==> config.mk <==
export PLATFORM = sky130hd
export DESIGN_NAME = reciprocal_period_freq_counter
export DESIGN_NICKNAME = d
export VERILOG_FILES = /design/src/hw/rpfc_pkg.sv /design/src/hw/decade_if.sv /design/src/hw/decade_chain.sv /design/src/hw/reciprocal_period_freq_counter.sv
export VERILOG_INCLUDE_DIRS = /design/src /design/src/hw
export SDC_FILE = /design/constraint.sdc
export NUM_CORES = 1
export LEC_CHECK = 0
export ABC_AREA = 1
export BUFFER_PORTS_ARGS = -buffer_cell sky130_fd_sc_hd__buf_2
export CORE_MARGIN = 2
export CORE_UTILIZATION = 40
export DETAILED_ROUTE_END_ITERATION = 7
export GPL_TIMING_DRIVEN = 1
export PLACE_DENSITY = 0.68
export SLEW_MARGIN = 20
export SYNTH_ARGS = -nofsm -noshare
export SYNTH_HDL_FRONTEND = slang
export SYNTH_SLANG_ARGS = --single-unit
==> constraint.sdc <==
create_clock -name sys_clk_i -period 3.15 [get_ports sys_clk_i]
set_input_delay 0.1575 -clock sys_clk_i [delete_from_list [all_inputs] [get_ports sys_clk_i]]
set_output_delay 0.1575 -clock sys_clk_i [all_outputs]
set_load 0.05 [all_outputs]
==> src/hw/rpfc_params.svh <==
`ifndef RPFC_PARAMS_SVH
`define RPFC_PARAMS_SVH
// Reference clock rate of the block in hertz.
`define SYS_CLK_HZ 125000000
// Chain clock rate during the period-average phase, in hertz.
`define PA_CLK_HZ 5000000
// Chain clock rate during the frequency-generation phase, in hertz.
`define FG_CLK_HZ 1667000
// Cycles of the system clock between chain ticks, derived from the rates.
`define PA_DIV (`SYS_CLK_HZ / `PA_CLK_HZ)
`define FG_DIV (`SYS_CLK_HZ / `FG_CLK_HZ)
// Width of the tick divider counter.
`define DIV_W 8
// Number of decades in the chain.
`define NUM_DECADES 6
// Radix of each decade.
`define DECADE_RADIX 10
// Periods averaged in the lowest averaging range.
`define BASE_PERIODS 2
// Reset value of every decade.
`define DECADE_RESET 4'h0
`endif

==> src/hw/rpfc_pkg.sv <==
package rpfc_pkg;
	// Measurement phase, one-hot.
	typedef enum logic [3:0] {
		ST_IDLE = 4'b0001,
		ST_AVERAGE = 4'b0010,
		ST_FREQGEN = 4'b0100,
		ST_HALT = 4'b1000
	} phase_type;
	// One BCD digit.
	typedef logic [3:0] digit_type;
	// Range select, 0 for the lowest averaging range.
	typedef logic [2:0] range_type;
endpackage : rpfc_pkg

==> src/hw/decade_if.sv <==
`timescale 1ns/1ps
// Carries chain control and state between the top and the decade chain.
interface decade_if;
	// Advance the first decade by one.
	logic tick;
	// Clear every decade.
	logic clear;
	// Decade contents, least significant first.
	logic [23:0] digits;
	// Sticky flag, set by a carry out of the top decade.
	logic overflow;
	modport ctrl (output tick, output clear, input digits, input overflow);
	modport chain (input tick, input clear, output digits, output overflow);
endinterface : decade_if

==> src/hw/decade_chain.sv <==
`timescale 1ns/1ps
`include "rpfc_params.svh"
// Six cascaded BCD decades, each dividing its input by ten.
module decade_chain (
	// Clock and reset.
	input wire logic sys_clk_i,
	input wire logic rstn_i,
	// Chain link.
	decade_if.chain link
);
	import rpfc_pkg::*;
	// Carry into each decade; index 0 is the chain input.
	logic [`NUM_DECADES:0] carry;
	// Registered overflow flag.
	logic ovf;
	assign carry[0] = link.tick;
	assign link.overflow = ovf;
	genvar g;
	generate
		for (g = 0; g < `NUM_DECADES; g = g + 1) begin : gen_dec
			digit_type cnt;
			// RULE4 - divide by ten
			assign carry[g + 1] = carry[g] && (cnt == 4'h9);
			// Each decade wraps at nine and passes a carry upward.
			always_ff @(posedge sys_clk_i or negedge rstn_i) begin
				if (!rstn_i) begin
					cnt <= `DECADE_RESET;
				end else if (link.clear) begin
					// RULE12 - clear all decades
					cnt <= `DECADE_RESET;
				end else if (carry[g]) begin
					cnt <= (cnt == 4'h9) ? 4'h0 : cnt + 4'h1;
				end
			end
			assign link.digits[g * 4 +: 4] = cnt;
		end
	endgenerate
	// Overflow is sticky until the chain is cleared.
	always_ff @(posedge sys_clk_i or negedge rstn_i) begin
		if (!rstn_i) begin
			ovf <= 1'b0;
		end else if (carry[`NUM_DECADES]) begin
			ovf <= 1'b1;
		end else if (link.clear) begin
			ovf <= 1'b0;
		end
	end
endmodule : decade_chain

==> src/hw/reciprocal_period_freq_counter.sv <==
// Operation
// RULE1 - Chain holds reciprocal after first average
// RULE2 - Average phase clocks chain at 5 MHz
// RULE3 - Generation phase clocks chain at 1.667 MHz (code divides 125 MHz by 74, about 1.689 MHz)
// RULE4 - Each decade divides by ten, carries
// RULE5 - Chain counts only after scale pulse
// RULE6 - Periods averaged scale tenfold per range
// RULE7 - Scan codes driven when enable low, A/C inverted
// RULE8 - Generation phase follows priority encoder, uninverted
// RULE9 - Gate hold blocks time base pulses
// RULE10 - Stuck max-time line gives one overflowed cycle
// RULE11 - Reset holds cycle output low
// RULE12 - Reset clears decades and phase state
`timescale 1ns/1ps
`include "rpfc_params.svh"
module reciprocal_period_freq_counter (
	// Clock and reset.
	input wire logic sys_clk_i,
	input wire logic rstn_i,
	// Measurement input and control lines from the pins.
	input wire logic meas_in_i,
	input wire logic scale_pulse_i,
	input wire logic timebase_pulse_i,
	input wire logic timebase_gate_hold_i,
	input wire logic max_time_i,
	input wire rpfc_pkg::range_type range_i,
	// Address encoder control.
	input wire logic addr_enable_n_i,
	input wire logic [2:0] scan_code_i,
	input wire logic [2:0] prio_code_i,
	// Outputs.
	output logic cycle_o,
	output logic first_phase_line_o,
	output logic second_phase_line_o,
	output logic [2:0] digit_addr_o,
	output logic [23:0] period_freqgen_chain_o,
	output logic overflow_o,
	output logic timebase_out_o
);
	import rpfc_pkg::*;
	// ==========================================================
	// Input synchronisers
	// ==========================================================
	// Three-stage shift registers; stage 0 feeds only stage 1.
	logic [2:0] s_meas, s_scale, s_tb, s_hold, s_max;
	// Debounced levels, updated once stages 1 and 2 agree.
	logic meas, scale, tb, hold, maxt;
	// Previous debounced values for edge detection.
	logic meas_d, scale_d, tb_d;
	// Shift the pin levels through three flops.
	always_ff @(posedge sys_clk_i or negedge rstn_i) begin
		if (!rstn_i) begin
			s_meas <= 3'h0;
			s_scale <= 3'h0;
			s_tb <= 3'h0;
			s_hold <= 3'h0;
			s_max <= 3'h0;
		end else begin
			s_meas <= {s_meas[1:0], meas_in_i};
			s_scale <= {s_scale[1:0], scale_pulse_i};
			s_tb <= {s_tb[1:0], timebase_pulse_i};
			s_hold <= {s_hold[1:0], timebase_gate_hold_i};
			s_max <= {s_max[1:0], max_time_i};
		end
	end
	// Accept a level once the last two stages agree.
	always_ff @(posedge sys_clk_i or negedge rstn_i) begin
		if (!rstn_i) begin
			meas <= 1'b0;
			scale <= 1'b0;
			tb <= 1'b0;
			hold <= 1'b0;
			maxt <= 1'b0;
		end else begin
			if (s_meas[1] == s_meas[2]) meas <= s_meas[2];
			if (s_scale[1] == s_scale[2]) scale <= s_scale[2];
			if (s_tb[1] == s_tb[2]) tb <= s_tb[2];
			if (s_hold[1] == s_hold[2]) hold <= s_hold[2];
			if (s_max[1] == s_max[2]) maxt <= s_max[2];
		end
	end
	// Remember debounced levels for rising edges.
	always_ff @(posedge sys_clk_i or negedge rstn_i) begin
		if (!rstn_i) begin
			meas_d <= 1'b0;
			scale_d <= 1'b0;
			tb_d <= 1'b0;
		end else begin
			meas_d <= meas;
			scale_d <= scale;
			tb_d <= tb;
		end
	end
	// Rising edges of the debounced inputs.
	logic meas_rise, scale_rise, tb_rise;
	assign meas_rise = meas && !meas_d;
	assign scale_rise = scale && !scale_d;
	assign tb_rise = tb && !tb_d;
	// ==========================================================
	// Phase control
	// ==========================================================
	phase_type phase, next_phase;
	// Clock-admit flag, set by the scale pulse.
	logic admit;
	// Input periods seen in the current average.
	logic [31:0] periods;
	// Target period count for the selected range.
	logic [31:0] target;
	// Chain tick divider.
	logic [`DIV_W-1:0] div_cnt;
	// Time-base pulses let through the gate.
	logic tb_pass;
	// Set when a generation phase ends with the max-time line still high; holds until reset.
	logic done_once;
	// Decade chain link.
	decade_if link ();
	// Periods to average: two, times ten per range step.
	function automatic logic [31:0] periods_for(input range_type r);
		logic [31:0] p;
		p = 32'(`BASE_PERIODS);
		for (int i = 0; i < 7; i++) begin
			if (i < int'(r)) p = p * 32'(`DECADE_RADIX);
		end
		return p;
	endfunction : periods_for
	// RULE6 - range sets period count
	assign target = periods_for(range_i);
	// RULE9 - gate time base
	assign tb_pass = tb_rise && !hold;
	// Phase sequencing.
	always_comb begin
		next_phase = phase;
		case (phase)
			// A gated time-base pulse starts the cycle, unless halted after a stuck line.
			ST_IDLE: begin
				if (tb_pass && !done_once) next_phase = ST_AVERAGE;
			end
			// RULE1 - average ends with reciprocal held
			ST_AVERAGE: begin
				if (admit && meas_rise && (periods + 32'h1 >= target)) next_phase = ST_FREQGEN;
			end
			// Generation runs until the chain overflows or max time expires.
			ST_FREQGEN: begin
				if (link.overflow || !maxt) next_phase = ST_IDLE;
			end
			ST_HALT: next_phase = ST_HALT;
			default: next_phase = ST_IDLE;
		endcase
	end
	// RULE12 - reset clears phase
	always_ff @(posedge sys_clk_i or negedge rstn_i) begin
		if (!rstn_i) phase <= ST_IDLE;
		else phase <= next_phase;
	end
	// RULE10 - stuck max line single cycle
	// A high max-time line at the end of generation means overflow ended it; hold until reset.
	always_ff @(posedge sys_clk_i or negedge rstn_i) begin
		if (!rstn_i) done_once <= 1'b0;
		else if (phase == ST_FREQGEN && next_phase == ST_IDLE && maxt) done_once <= 1'b1;
	end
	// RULE5 - scale pulse admits clock
	always_ff @(posedge sys_clk_i or negedge rstn_i) begin
		if (!rstn_i) admit <= 1'b0;
		else if (phase == ST_IDLE) admit <= 1'b0;
		else if (scale_rise) admit <= 1'b1;
	end
	// Count input periods while the average is admitted.
	always_ff @(posedge sys_clk_i or negedge rstn_i) begin
		if (!rstn_i) periods <= 32'h0;
		else if (phase != ST_AVERAGE) periods <= 32'h0;
		else if (admit && meas_rise) periods <= periods + 32'h1;
	end
	// Tick divider: period chosen by phase.
	logic [`DIV_W-1:0] div_max;
	// RULE2 - 5 MHz in average
	// RULE3 - 1.667 MHz required in generation; divide by 74 gives about 1.689 MHz
	assign div_max = (phase == ST_FREQGEN) ? `DIV_W'(`FG_DIV - 1) : `DIV_W'(`PA_DIV - 1);
	always_ff @(posedge sys_clk_i or negedge rstn_i) begin
		if (!rstn_i) div_cnt <= '0;
		else if (!admit || div_cnt >= div_max) div_cnt <= '0;
		else div_cnt <= div_cnt + `DIV_W'(1);
	end
	// Tick only while admitted in an active phase; the clear is at cycle start.
	assign link.tick = admit && (div_cnt == div_max) && (phase == ST_AVERAGE || phase == ST_FREQGEN);
	assign link.clear = (phase == ST_IDLE) && (next_phase == ST_AVERAGE);
	decade_chain u_chain (
		.sys_clk_i(sys_clk_i),
		.rstn_i(rstn_i),
		.link(link)
	);
	// ==========================================================
	// Outputs
	// ==========================================================
	// RULE11 - cycle low in reset
	// Registered outputs; digit address follows scan or encoder.
	always_ff @(posedge sys_clk_i or negedge rstn_i) begin
		if (!rstn_i) begin
			cycle_o <= 1'b0;
			first_phase_line_o <= 1'b0;
			second_phase_line_o <= 1'b0;
			digit_addr_o <= 3'h0;
			period_freqgen_chain_o <= 24'h0;
			overflow_o <= 1'b0;
			timebase_out_o <= 1'b0;
		end else begin
			cycle_o <= 1'b1;
			first_phase_line_o <= (phase == ST_AVERAGE);
			second_phase_line_o <= (phase == ST_FREQGEN);
			period_freqgen_chain_o <= link.digits;
			overflow_o <= link.overflow;
			timebase_out_o <= tb_pass;
			if (phase == ST_FREQGEN) begin
				// RULE8 - encoder, no inversion
				digit_addr_o <= prio_code_i;
			end else if (!addr_enable_n_i) begin
				// RULE7 - scan, invert A and C
				digit_addr_o <= scan_code_i ^ 3'h5;
			end else begin
				digit_addr_o <= 3'h0;
			end
		end
	end
endmodule : reciprocal_period_freq_counter

==> flow_summary_export.csv, run 1 <==
group,metric,value,unit
status,outcome,"finished with violations",
status,violated_checks,"negative setup slack",
synthesis,share_of_synthesized_cell_area_in_and_or_nand_and_nor_gates,29.7,%
power,clkPwrFrac,23.4,%
synthesis,synth.yosys.warnings,0,
synthesis,synth_top_area_share,28.5,%
layout,n_fill_cell,2313,
synthesis,synth_edf_count,0,
timing,setup_ws,-3.64,ns
synthesis,yosysMostFrequentCell,"sky130_fd_sc_hd__nand2_1",
critical_path,crit_path_max_incr_delay,0.38,ns
power,power.leakage,0.00822,uW
power,power_per_cell_area,529,nW/um^2
timing,period_share,215,%
drt,routed_wire_length_per_instance,14.5,microns
clock_tree,cts_made_buffers,17,
synthesis,synth.cells.most_frequent,"sky130_fd_sc_hd__nand2_1, sky130_fd_sc_hd__inv_1, sky130_fd_sc_hd__ha_1, sky130_fd_sc_hd__nor2_1, sky130_fd_sc_hd__dfrtp_1",
layout,synthToLayoutAreaGrowth,46.1,%
global_route,antenna_violations_before_repair,0,
run,timing.max_cap.violations,0,
placement,place_congestion,0.897,
critical_path,worstPathMaxFanout,4,
timing,rsz0062_at_grt,"true",
synthesis,synth_xor_xnor_area_share,3.59,%
synthesis,synth_compound_area_share,11.5,%
critical_path,setup.worst_path.end_class,"flip-flop",
global_route,grt_start_max_net_pins,82,
placement,place.detailed.instances,2147,
die,core,27000,sq um
critical_path,timing.critical_path.arrival,7.08,ns
layout,layout.nets,2031,
placement,post_dp_cell_area,14400,sq um
die,overall_die_area,28800,sq um
drt,antenna_violating_nets_post_route,0,
die,rows,60,
synthesis,netlist_area,11000,sq um
timing,finalWorstPathRequiredPeriod,6.79,ns
power,combinationalPowerShare,56.4,%
layout,final_area,16000,sq um
die,die_width,170,microns
placement,place.port_buffers,48,
synthesis,synth-seq-area-share,28.7,%
die,io_pins,49,
global_route,grtUsageTotal,21.6,%
critical_path,critical_path_class,"input pin to flip-flop",
drt,drt_first_pass_iters,5,
drt,drt_wl_total,32000,microns
timing,worst_slew_pin_slew,0.752,ns
synthesis,synth_async_sr_flop_share,100,%
worst_hold_path,worst_min_path_class,"input pin to flip-flop",
timing,setup_viol_count_final,2,
clock_tree,cts_tree,"built",
layout,postLayoutCoreUtil,59.5,%
placement,preCtsSetupSlack,-4.25,ns
clock_tree,clk_latency,0.41,ns
layout,final_layout_size_suffix_gt1_share,33.0,%
die,initial_core_util,40.7,%
power,sequentialPowerShare,20.2,%
synthesis,synth.area.mux_share,0,%
synthesis,synth_top_family_by_area,"simple AND/OR/NAND/NOR gates",
die,die_height,170,microns
timing,final_max_slew_viol_count,0,
synthesis,synth_area_per_cell,7.19,sq um
clock_tree,clk_pin_slew_worst_paths,0.06,ns
global_route,grt_remaining_overflow,0,
power,net_switching_fraction_of_the_power,38.1,%
critical_path,worstSetupStartpointType,"input pin",
clock_tree,maximum_clock_insertion_buffer_count,2,
power,peakVddDrop,0.516,mV
critical_path,worstPathRequired,3.45,ns
clock_tree,tritoncts_num_sinks,126,
synthesis,yosys_most_used_dff,"sky130_fd_sc_hd__dfrtp_1",
synthesis,synthAdderAreaFrac,18.4,%
clock_tree,ctsHtreeMaxLevel,4,
timing,hold_viol_final,0,
clock_tree,clock_tree.root_cell,"sky130_fd_sc_hd__clkbuf_16",
layout,finished_layout_cells,2212,
power,switching_power,3230,uW
global_route,grt_first_pass_wirelength,51200,microns
synthesis,synth_top_area_cell,"sky130_fd_sc_hd__dfrtp_1",
placement,post_detailed_placement_half_perimeter_wirelength,24700,microns
layout,num_antenna_cells,0,
timing,fmaxAchievable,147,MHz
global_route,first_global_vias,11100,
timing,timing.max_slew.rel_slack,49.8,%
synthesis,synth_top_cells_by_area,"sky130_fd_sc_hd__dfrtp_1, sky130_fd_sc_hd__ha_1, sky130_fd_sc_hd__nand2_1",
synthesis,ys_seq_elements,126,
power,power_report.internal_total,5250,uW
timing,clock-skew-final,0.0101,ns
synthesis,synth_cell_types,55,
drt,drc_errors,0,
drt,detailedRoute.firstIterationViolations,597,
drt,detail_route.vias_per_cell,5.10,
synthesis,post_synth_inst_count,1527,
power,power.total,8480,uW
critical_path,crit_path_top_delay_cell,"sky130_fd_sc_hd__ha_1",
critical_path,cp_common_cell,"sky130_fd_sc_hd__nand2_1",
drt,via_count,11300,
-- path summary, 6_finish.rpt --
| path | to | depth (start not counted) | from | slack [ns] |
|---|---|---|---|---|
| worst min-delay path | digit_addr_o[1] | 3 | scan_code_i[1] | 0.01 |
| worst min register to register | s_meas[1] | 0 | s_meas[0] | 0.35 |
| worst max-delay path | phase[2] | 52 | range_i[1] | -3.64 |
| max in group asynchronous | period_freqgen_chain_o[21] | 3 | rstn_i | 2.02 |
| worst max register to register | phase[2] | 16 | periods[8] | 0.04 |
| min in group asynchronous | s_tb[1] | 2 | rstn_i | 0.30 |
-- final cells by class --
class | instances | area, sq um | area share, %
timing repair buffer | 322 | 2390 | 14.9
tap | 341 | 427 | 2.66
sequential | 126 | 3150 | 19.7
clock inverter | 13 | 163 | 1.01
clock buffer | 19 | 443 | 2.76
inverter | 211 | 805 | 5.02
multi-input combinational | 1180 | 8650 | 53.9
-- stage by stage --
stage | hold WS, ns | TNS (ns)
6_report | 0.0104 | -7.23
3_5_place_dp | 0.197 | -8.49
2_1_floorplan | -0.138 | -6.23
5_1_grt | 0.00505 | -7.94
4_1_cts | 0.0253 | -7.20
3_3_place_gp | 0.203 | -8.25
-- routing by layer --
| layer | global-route usage (%) | routed length, microns |
|---|---|---|
| met5 | 0 | 0 |
| met2 | 39.8 | 16100 |
| met3 | 2.01 | 941 |
| met4 | 8.25 | 1040 |
| met1 | 26.0 | 14000 |
-- critical path: cells and delay by family --
| kind | cells | cell delay [ns] |
|---|---|---|
| buf+inv | 7 | 0.76 |
| simple gates | 24 | 1.95 |
| compound gates | 12 | 1.94 |
| xor+xnor | 1 | 0.14 |
| fa+ha+maj | 8 | 2.12 |
-- cells by family (layout without fill, tap and decap cells) --
logic type / count (synthesis) / count (layout)
AO/OA/AOI/OAI: 226 / 226
XOR/XNOR: 45 / 45
adder cells (fa/ha/maj): 161 / 161
buffers and inverters: 229 / 565
flip-flops: 126 / 126
other: 2 / 10
AND/OR/NAND/NOR: 738 / 738
-- power by group through the flow --
stage               Sequential (uW)  Clock (uW)  Combinational (uW)
floorplan                      1750           0                2500
detailed placement             1740           0                4090
finish                         1710        1990                4780
global placement               1740           0                4060
CTS                            1710        2010                4180
global route                   1720        2100                5190
-- layout by cell type (no fill, tap or decap), types with 4 or more instances in the layout --
cell type / n
sky130_fd_sc_hd__maj3_1: 5
sky130_fd_sc_hd__nand2_1: 339
sky130_fd_sc_hd__nand2_4: 11
sky130_fd_sc_hd__nand3_1: 93
sky130_fd_sc_hd__o31ai_1: 4
sky130_fd_sc_hd__inv_1: 187
sky130_fd_sc_hd__nor3b_1: 6
sky130_fd_sc_hd__dfrtp_1: 125
sky130_fd_sc_hd__dlygate4sd3_1: 11
sky130_fd_sc_hd__buf_2: 45
sky130_fd_sc_hd__o21ai_0: 60
sky130_fd_sc_hd__a21oi_2: 20
sky130_fd_sc_hd__o21ai_2: 15
sky130_fd_sc_hd__nand4_1: 38
sky130_fd_sc_hd__nand2_2: 31
sky130_fd_sc_hd__or2_2: 4
sky130_fd_sc_hd__buf_6: 6
sky130_fd_sc_hd__xnor2_1: 9
sky130_fd_sc_hd__ha_1: 87
sky130_fd_sc_hd__nor2_4: 15
sky130_fd_sc_hd__nor2_1: 111
sky130_fd_sc_hd__conb_1: 10
sky130_fd_sc_hd__ha_4: 66
sky130_fd_sc_hd__nand3_2: 21
sky130_fd_sc_hd__buf_4: 256
sky130_fd_sc_hd__nor3_1: 16
sky130_fd_sc_hd__inv_2: 18
sky130_fd_sc_hd__a21o_1: 7
sky130_fd_sc_hd__o22ai_1: 19
sky130_fd_sc_hd__a21oi_4: 8
sky130_fd_sc_hd__clkbuf_16: 17
sky130_fd_sc_hd__a21oi_1: 48
sky130_fd_sc_hd__nand3b_1: 6
sky130_fd_sc_hd__o21ai_1: 14
sky130_fd_sc_hd__a31oi_1: 4
sky130_fd_sc_hd__xor2_1: 34
sky130_fd_sc_hd__nor2_2: 21
-- sequential cells by signal, indices dropped and copies added (netlist names), 3 cells and up --
register,flops
s_tb,3
phase,4
s_max,3
digit_addr_o,3
div_cnt,8
periods,32
s_scale,3
s_meas,3
u_chain.gen_dec.cnt,24
period_freqgen_chain_o,24
s_hold,3
-- what timing repair did --
| item | 4_1_cts | 5_1_grt |
|---|---|---|
| resized for setup | 14 | 173 |
| hold buffers | 11 | 0 |
| pin swaps | 6 | 110 |
| buffers inserted | 2 | 21 |
| hold endpoints to repair | 53 | 0 |
| endpoints found under the setup margin | 2 | 2 |
Note: power is estimated with default switching activity, not from simulation.
==> run 2: changes to the inputs <==
ABC_AREA = default   (was 1)
SYNTH_HIERARCHICAL = 1   (was default)
==> run 2 against run 1 <==
Effect of this change:
- the flow still finishes with violations (negative setup slack)
- clock skew fell by 0.00056 ns
- count of clock-buffer cells in the layout fell by 1
- wire length fell by 24%
- final cell count fell by 21%
- combinational power fell by 37%
- register-to-register slack got worse by 0.24 ns
- via count fell by 20%
- global-route usage fell by 2.8 points
- maximum frequency fell by 7.4%
- sequential power fell by 2%
- worst setup slack got worse by 0.54 ns
==> flow_summary_export.csv, run 2 <==
group,metric,value,unit
global_route,grt_remaining_overflow,0,
synthesis,synth.cells.most_frequent,"sky130_fd_sc_hd__ha_1, sky130_fd_sc_hd__dfrtp_1, sky130_fd_sc_hd__nor2_1, sky130_fd_sc_hd__nand2_1, sky130_fd_sc_hd__a21oi_1",
status,violated_checks,"negative setup slack",
critical_path,crit_path_max_incr_delay,0.43,ns
global_route,grtUsageTotal,18.9,%
layout,num_antenna_cells,0,
power,switching_power,2220,uW
synthesis,synth_top_family_by_area,"adder cells",
layout,final_area,13700,sq um
die,overall_die_area,26900,sq um
global_route,grt_first_pass_wirelength,42200,microns
die,die_height,164,microns
power,clkPwrFrac,30.4,%
placement,place.port_buffers,48,
placement,post_dp_cell_area,12800,sq um
worst_hold_path,worst_min_path_class,"input pin to asynchronous set/reset pin",
die,rows,58,
synthesis,synth_compound_area_share,17.4,%
drt,detailedRoute.firstIterationViolations,438,
drt,routed_wire_length_per_instance,13.9,microns
timing,timing.max_slew.rel_slack,51.6,%
critical_path,worstSetupStartpointType,"input pin",
layout,finished_layout_cells,1743,
clock_tree,clk_latency,0.42,ns
synthesis,synth_xor_xnor_area_share,8.81,%
layout,largest_regs,"periods: 32 flops, period_freqgen_chain_o: 24 flops, u_chain/gen_dec.cnt: 24 flops",
synthesis,yosysMostFrequentCell,"sky130_fd_sc_hd__ha_1",
power,sequentialPowerShare,24.8,%
layout,mostFrequentLayoutCell,"sky130_fd_sc_hd__buf_4",
placement,preCtsSetupSlack,-4.69,ns
critical_path,cp_common_cell,"sky130_fd_sc_hd__ha_1",
critical_path,worstPathRequired,3.44,ns
placement,post_detailed_placement_half_perimeter_wirelength,18200,microns
power,peakVddDrop,0.491,mV
timing,finalWorstPathRequiredPeriod,7.33,ns
layout,n_fill_cell,2194,
power,power.total,6730,uW
critical_path,setup.worst_path.end_class,"flip-flop",
timing,setup_ws,-4.18,ns
timing,worst_slew_pin_slew,0.722,ns
critical_path,setup.reg_to_reg.worst_slack,-0.20,ns
critical_path,timing.critical_path.arrival,7.62,ns
power,combinationalPowerShare,44.8,%
layout,postLayoutCoreUtil,54.5,%
die,initial_core_util,40.6,%
clock_tree,ctsHtreeMaxLevel,4,
layout,largest-register,"periods",
layout,layout.nets,1573,
synthesis,yosys_most_used_dff,"sky130_fd_sc_hd__dfrtp_1",
layout,final_layout_size_suffix_gt1_share,28.8,%
synthesis,synth_cell_types,90,
timing,period_share,233,%
synthesis,synth_top_area_share,30.6,%
run,timing.max_cap.violations,0,
power,power.leakage,0.00672,uW
timing,final_max_slew_viol_count,0,
layout,flip_flop_count_of_the_largest_register_all_copies_and_words_added,32,
synthesis,synth_top_cells_by_area,"sky130_fd_sc_hd__dfrtp_1, sky130_fd_sc_hd__ha_1, sky130_fd_sc_hd__xor2_1",
die,die_width,164,microns
synthesis,synth.area.mux_share,1.01,%
timing,fmaxAchievable,136,MHz
clock_tree,cts_tree,"built",
critical_path,critical_path_class,"input pin to flip-flop",
power,power_report.internal_total,4510,uW
synthesis,synth_area_per_cell,9.08,sq um
drt,drt_first_pass_iters,5,
clock_tree,cts_made_buffers,17,
timing,setup_viol_count_final,2,
placement,place_congestion,0.852,
synthesis,synth.yosys.warnings,6,
clock_tree,clk_pin_slew_worst_paths,0.06,ns
drt,detail_route.vias_per_cell,5.17,
synthesis,netlist_area,10200,sq um
clock_tree,maximum_clock_insertion_buffer_count,2,
synthesis,synthAdderAreaFrac,19.8,%
die,io_pins,49,
timing,clock-skew-final,0.00952,ns
critical_path,worstPathMaxFanout,4,
synthesis,share_of_synthesized_cell_area_in_and_or_nand_and_nor_gates,19.0,%
power,power_per_cell_area,490,nW/um^2
drt,via_count,9015,
status,outcome,"finished with violations",
clock_tree,clock_tree.root_cell,"sky130_fd_sc_hd__clkbuf_16",
critical_path,crit_path_top_delay_cell,"sky130_fd_sc_hd__or4_4",
drt,drt_wl_total,24200,microns
clock_tree,tritoncts_num_sinks,126,
synthesis,synth-seq-area-share,30.8,%
global_route,first_global_vias,9325,
layout,mostFrequentLayoutCells,"sky130_fd_sc_hd__buf_4, sky130_fd_sc_hd__ha_1, sky130_fd_sc_hd__dfrtp_1",
timing,rsz0062_at_grt,"true",
synthesis,synth_edf_count,0,
timing,hold_viol_final,0,
synthesis,ys_seq_elements,126,
placement,place.detailed.instances,1692,
synthesis,synth_top_area_cell,"sky130_fd_sc_hd__dfrtp_1",
drt,drc_errors,0,
synthesis,post_synth_inst_count,1127,
global_route,antenna_violations_before_repair,0,
die,core,25200,sq um
power,net_switching_fraction_of_the_power,33.0,%
layout,synthToLayoutAreaGrowth,34.1,%
drt,antenna_violating_nets_post_route,0,
global_route,grt_start_max_net_pins,54,
synthesis,synth_async_sr_flop_share,100,%
[run 2: cell types whose count changed in the layout (fill, tap and decap cells not counted), sizes merged, moves of 21 or more]
cell / before / now
nand4: 39 / 10
xnor2: 10 / 47
buf: 311 / 266
xor2: 35 / 56
inv: 211 / 53
nand2: 383 / 97
o21ai: 92 / 67
nand3: 115 / 33
nor2: 149 / 112
[run 2: cell type report]
type	count	area (sq um)	share of cell area (%)
clock buffers	18	439	3.20
clock inverters	14	181	1.32
inverters	48	180	1.31
multi-input cells	929	7320	53.3
flip-flops and latches	126	3150	23.0
well taps	330	413	3.01
repair buffers	278	2040	14.9
[run 2: critical path: cells and delay by family]
kind / cells / cell delay, ns
xor+xnor: 4 / 0.66
fa+ha+maj: 9 / 2.35
compound gates: 17 / 3.02
simple gates: 4 / 1.02
buf+inv: 3 / 0.38
[run 2: what timing repair did]
item	4_1_cts	5_1_grt
pin swaps	2	42
endpoints found under the hold margin	58	0
gates resized for setup	4	32
endpoints found under the setup margin	2	4
setup buffers	1	6
hold buffers	12	0
[run 2: cells by family (layout without fill, tap and decap cells)]
logic type	Yosys count	count (layout)
simple gates	378	378
buf+inv	80	358
fa+ha+maj	161	161
xor+xnor	103	103
compound gates	267	267
mux	10	10
flops	126	126
other cells	2	10
[run 2: worst paths after layout]
| kind | from | to | cells past startpoint |
|---|---|---|---|
| max in group asynchronous | rstn_i | u_chain/gen_dec[0].cnt[0] | 3 |
| hold reg to reg | s_max[0] | s_max[1] | 0 |
| hold / removal | rstn_i | period_freqgen_chain_o[22] | 2 |
| setup reg to reg | periods[0] | phase[2] | 16 |
| min in group sys_clk_i | s_max[0] | s_max[1] | 0 |
| setup / recovery | range_i[2] | phase[2] | 37 |
[run 2: metrics by stage]
step	setup TNS [ns]	hold slack (ns)
3_5_place_dp	-9.35	0.240
5_1_grt	-9.17	0.358
6_report	-8.36	0.313
3_3_place_gp	-9.01	0.229
4_1_cts	-8.37	0.334
2_1_floorplan	-8.79	-0.138
[run 2: metal layers]
metal / wire (microns) / share of wire [%] / GRT usage [%] / vias to the layer above
met3: 582 / 2.4 / 2.22 / 23
met5: 0 / 0 / 0 / -
li1: - / - / - / 4574
met2: 12100 / 50 / 33.9 / 125
met1: 11300 / 46 / 24.2 / 4293
met4: 267 / 1.1 / 4.59 / 0
[run 2: power groups by stage]
stage	clock [uW]	combinational, uW	sequential, uW
finish	2040	3020	1670
global route	2140	3350	1670
CTS	2080	2890	1670
detailed placement	0	2830	1700
global placement	0	2770	1700
floorplan	0	1760	1710
==> run 3: changes to the inputs <==
ABC_AREA = 1   (was default)
==> run 3 against run 2 <==
Effect of this change:
- the flow still finishes with violations (negative setup slack)
- final cell count up 25%
- area after synthesis up 7.2%
- final area up 16%
- register-to-register slack better by 0.28 ns
- sequential power up 8%
- global-route usage up 2.6 points
- clock skew down 0.0013 ns
- worst setup slack better by 0.67 ns
- maximum frequency up 10%
- via count up 24%
- critical endpoint unchanged
==> flow_summary_export.csv, run 3 <==
group,metric,value,unit
power,peakVddDrop,0.596,mV
clock_tree,clk_pin_slew_worst_paths,0.06,ns
drt,drt_wl_total,31200,microns
drt,routed_wire_length_per_instance,14.3,microns
synthesis,yosysMostFrequentCell,"sky130_fd_sc_hd__nand2_1",
critical_path,setup.reg_to_reg.worst_slack,0.08,ns
critical_path,cp_common_cell,"sky130_fd_sc_hd__nand2_1",
critical_path,worstPathRequired,3.45,ns
critical_path,setup.worst_path.end,"phase[2]",
clock_tree,tritoncts_num_sinks,126,
critical_path,worstPathMaxFanout,5,
timing,timing.max_slew.rel_slack,46.3,%
power,power.total,9160,uW
timing,worst_slew_pin_slew,0.804,ns
synthesis,synth_cell_types,61,
timing,setup_viol_count_final,2,
placement,post_detailed_placement_half_perimeter_wirelength,23900,microns
layout,mostFrequentLayoutCells,"sky130_fd_sc_hd__nand2_1, sky130_fd_sc_hd__buf_4, sky130_fd_sc_hd__inv_1",
die,io_pins,49,
critical_path,setup.worst_path.end_class,"flip-flop",
timing,rsz0062_at_grt,"true",
global_route,grt_first_pass_wirelength,51100,microns
critical_path,regToRegEndpoint,"phase[2]",
critical_path,critical_path_class,"input pin to flip-flop",
status,outcome,"finished with violations",
clock_tree,cts_made_buffers,17,
power,combinationalPowerShare,57.6,%
status,violated_checks,"negative setup slack",
die,core,27000,sq um
critical_path,timing.reg2reg.worst_path_depth,22,
die,initial_core_util,40.7,%
die,rows,60,
synthesis,synth-seq-area-share,28.7,%
synthesis,yosys_most_used_dff,"sky130_fd_sc_hd__dfrtp_1",
layout,flip_flop_count_of_the_largest_register_all_copies_and_words_added,32,
die,die_width,170,microns
clock_tree,maximum_clock_insertion_buffer_count,2,
critical_path,timing.critical_path.arrival,6.96,ns
power,clkPwrFrac,22.8,%
layout,seq_area,3150,sq um
placement,preCtsSetupSlack,-4.30,ns
global_route,grtUsageTotal,21.5,%
placement,place.port_buffers,48,
critical_path,crit_path_top_delay_cell,"sky130_fd_sc_hd__ha_4",
timing,period_share,211,%
power,power.leakage,0.00815,uW
drt,detail_route.vias_per_cell,5.13,
power,switching_power,3540,uW
layout,postLayoutCoreUtil,59.2,%
global_route,grt_start_max_net_pins,65,
synthesis,synth_top_cells_by_area,"sky130_fd_sc_hd__dfrtp_1, sky130_fd_sc_hd__ha_1, sky130_fd_sc_hd__nand2_1",
synthesis,synth.cells.most_frequent,"sky130_fd_sc_hd__nand2_1, sky130_fd_sc_hd__inv_1, sky130_fd_sc_hd__ha_1, sky130_fd_sc_hd__dfrtp_1, sky130_fd_sc_hd__nor2_1",
die,overall_die_area,28800,sq um
timing,setup_ws,-3.51,ns
worst_hold_path,worst_min_path_class,"flip-flop to flip-flop",
clock_tree,ctsHtreeMaxLevel,4,
critical_path,worstSetupStartpointType,"input pin",
placement,place_congestion,0.927,
synthesis,synth_top_area_cell,"sky130_fd_sc_hd__dfrtp_1",
timing,fmaxAchievable,150,MHz
critical_path,crit_path_max_incr_delay,0.29,ns
layout,layout.nets,2002,
synthesis,netlist_area,11000,sq um
layout,multi_input_gate_area_in_the_final_layout,8540,sq um
timing,final_max_slew_viol_count,0,
clock_tree,clk_latency,0.41,ns
layout,final_layout_size_suffix_gt1_share,34.0,%
timing,hold_viol_final,0,
synthesis,post_synth_inst_count,1500,
global_route,first_global_vias,11100,
global_route,antenna_violations_before_repair,0,
die,die_height,170,microns
power,power_per_cell_area,574,nW/um^2
clock_tree,clock_tree.root_cell,"sky130_fd_sc_hd__clkbuf_16",
layout,finished_layout_cells,2182,
synthesis,ys_seq_elements,126,
critical_path,rr_startpoint,"periods[0]",
synthesis,synth_async_sr_flop_share,100,%
layout,num_antenna_cells,0,
power,power_report.internal_total,5620,uW
synthesis,synth_edf_count,0,
layout,largest_regs,"periods: 32 flops, period_freqgen_chain_o: 24 flops, u_chain/gen_dec.cnt: 24 flops",
timing,finalWorstPathRequiredPeriod,6.66,ns
power,net_switching_fraction_of_the_power,38.7,%
synthesis,synth_area_per_cell,7.32,sq um
synthesis,synth_top_area_share,28.5,%
layout,synthToLayoutAreaGrowth,45.3,%
drt,via_count,11200,
run,timing.max_cap.violations,0,
drt,drt_first_pass_iters,6,
placement,post_dp_cell_area,14200,sq um
drt,antenna_violating_nets_post_route,0,
drt,detailedRoute.firstIterationViolations,631,
layout,mostFrequentLayoutCell,"sky130_fd_sc_hd__nand2_1",
layout,n_fill_cell,2275,
global_route,grt_remaining_overflow,0,
timing,clock-skew-final,0.00819,ns
layout,largest-register,"periods",
synthesis,synth.yosys.warnings,6,
layout,final_area,15900,sq um
clock_tree,cts_tree,"built",
drt,drc_errors,0,
placement,place.detailed.instances,2102,
critical_path,crit_path_start,"range_i[2]",
power,sequentialPowerShare,19.6,%
## run 3: cell types whose count changed after synthesis, sizes merged, moves of 21 or more
cell / change
a21o: -21
inv: +169
o22ai: +21
nand2: +271
nand3: +85
nor2: +22
xnor2: -31
## run 3: how the worst min path moves through the flow
stage	start	to	slack [ns]	cells after the start
final	s_meas[0]	s_meas[1]	0.35	0
after global routing	s_meas[0]	s_meas[1]	0.35	0
after CTS	s_tb[0]	s_tb[1]	0.35	0
after detailed placement	timebase_pulse_i	s_tb[0]	0.27	1
after global placement	scale_pulse_i	s_scale[0]	0.27	1
after floorplan	rstn_i	admit	-0.14	0
## run 3: metal layers
| metal | share of wire (%) | vias to the layer above | global-route usage, % | wire length (microns) |
|---|---|---|---|---|
| met2 | 50 | 263 | 39.9 | 15600 |
| met3 | 3.0 | 65 | 1.94 | 927 |
| met5 | 0 | - | 0 | 0 |
| met4 | 2.4 | 0 | 7.21 | 759 |
| met1 | 44 | 5243 | 26.0 | 13900 |
| li1 | - | 5630 | - | - |
## run 3: worst max-delay path: cells and delay by family
family | cells | cell delay [ns]
AND/OR/NAND/NOR | 27 | 2.62
AO/OA/AOI/OAI | 8 | 1.11
XOR/XNOR | 1 | 0.19
buffers and inverters | 9 | 0.96
adder cells (fa/ha/maj) | 8 | 1.89
## run 3: cell families after synthesis
family / count (synthesis) / share of synthesized area, %
multiplexers: 1 / 0.0912
other: 2 / 0.0684
flip-flops: 126 / 28.7
XOR/XNOR: 52 / 4.15
AO/OA/AOI/OAI: 218 / 11.2
adder cells (fa/ha/maj): 161 / 18.4
buffers and inverters: 233 / 8.19
AND/OR/NAND/NOR: 707 / 29.1
## run 3: cell type report
class                      count  share of cell area [%]
clock buffer                  19                    2.84
clock inverter                12                    1.15
inverter                     218                    5.24
multi-input combinational   1149                    53.5
sequential                   126                    19.8
tap                          341                    2.68
timing repair buffer         317                    14.8
## run 3: per-stage QoR
| step | hold slack, ns | setup TNS, ns |
|---|---|---|
| after floorplan | -0.138 | -6.17 |
| after global placement | 0.268 | -8.11 |
| after detailed placement | 0.267 | -8.55 |
| after CTS | 0.348 | -6.63 |
| after global routing | 0.352 | -7.96 |
| final | 0.346 | -7.00 |
## run 3: power groups by stage
stage | registers (uW) | clock network [uW] | logic, uW
after floorplan | 1910 | 0 | 2700
after global placement | 1820 | 0 | 4280
after detailed placement | 1830 | 0 | 4350
after CTS | 1800 | 2120 | 4780
after global routing | 1810 | 2190 | 5730
final | 1800 | 2090 | 5270
## run 3: timing repair
item,4_1_cts,5_1_grt
pin swaps,52,81
hold buffers,12,0
hold endpoints to repair,69,0
resized for setup,84,82
setup buffers,19,18
endpoints found under the setup margin,2,2
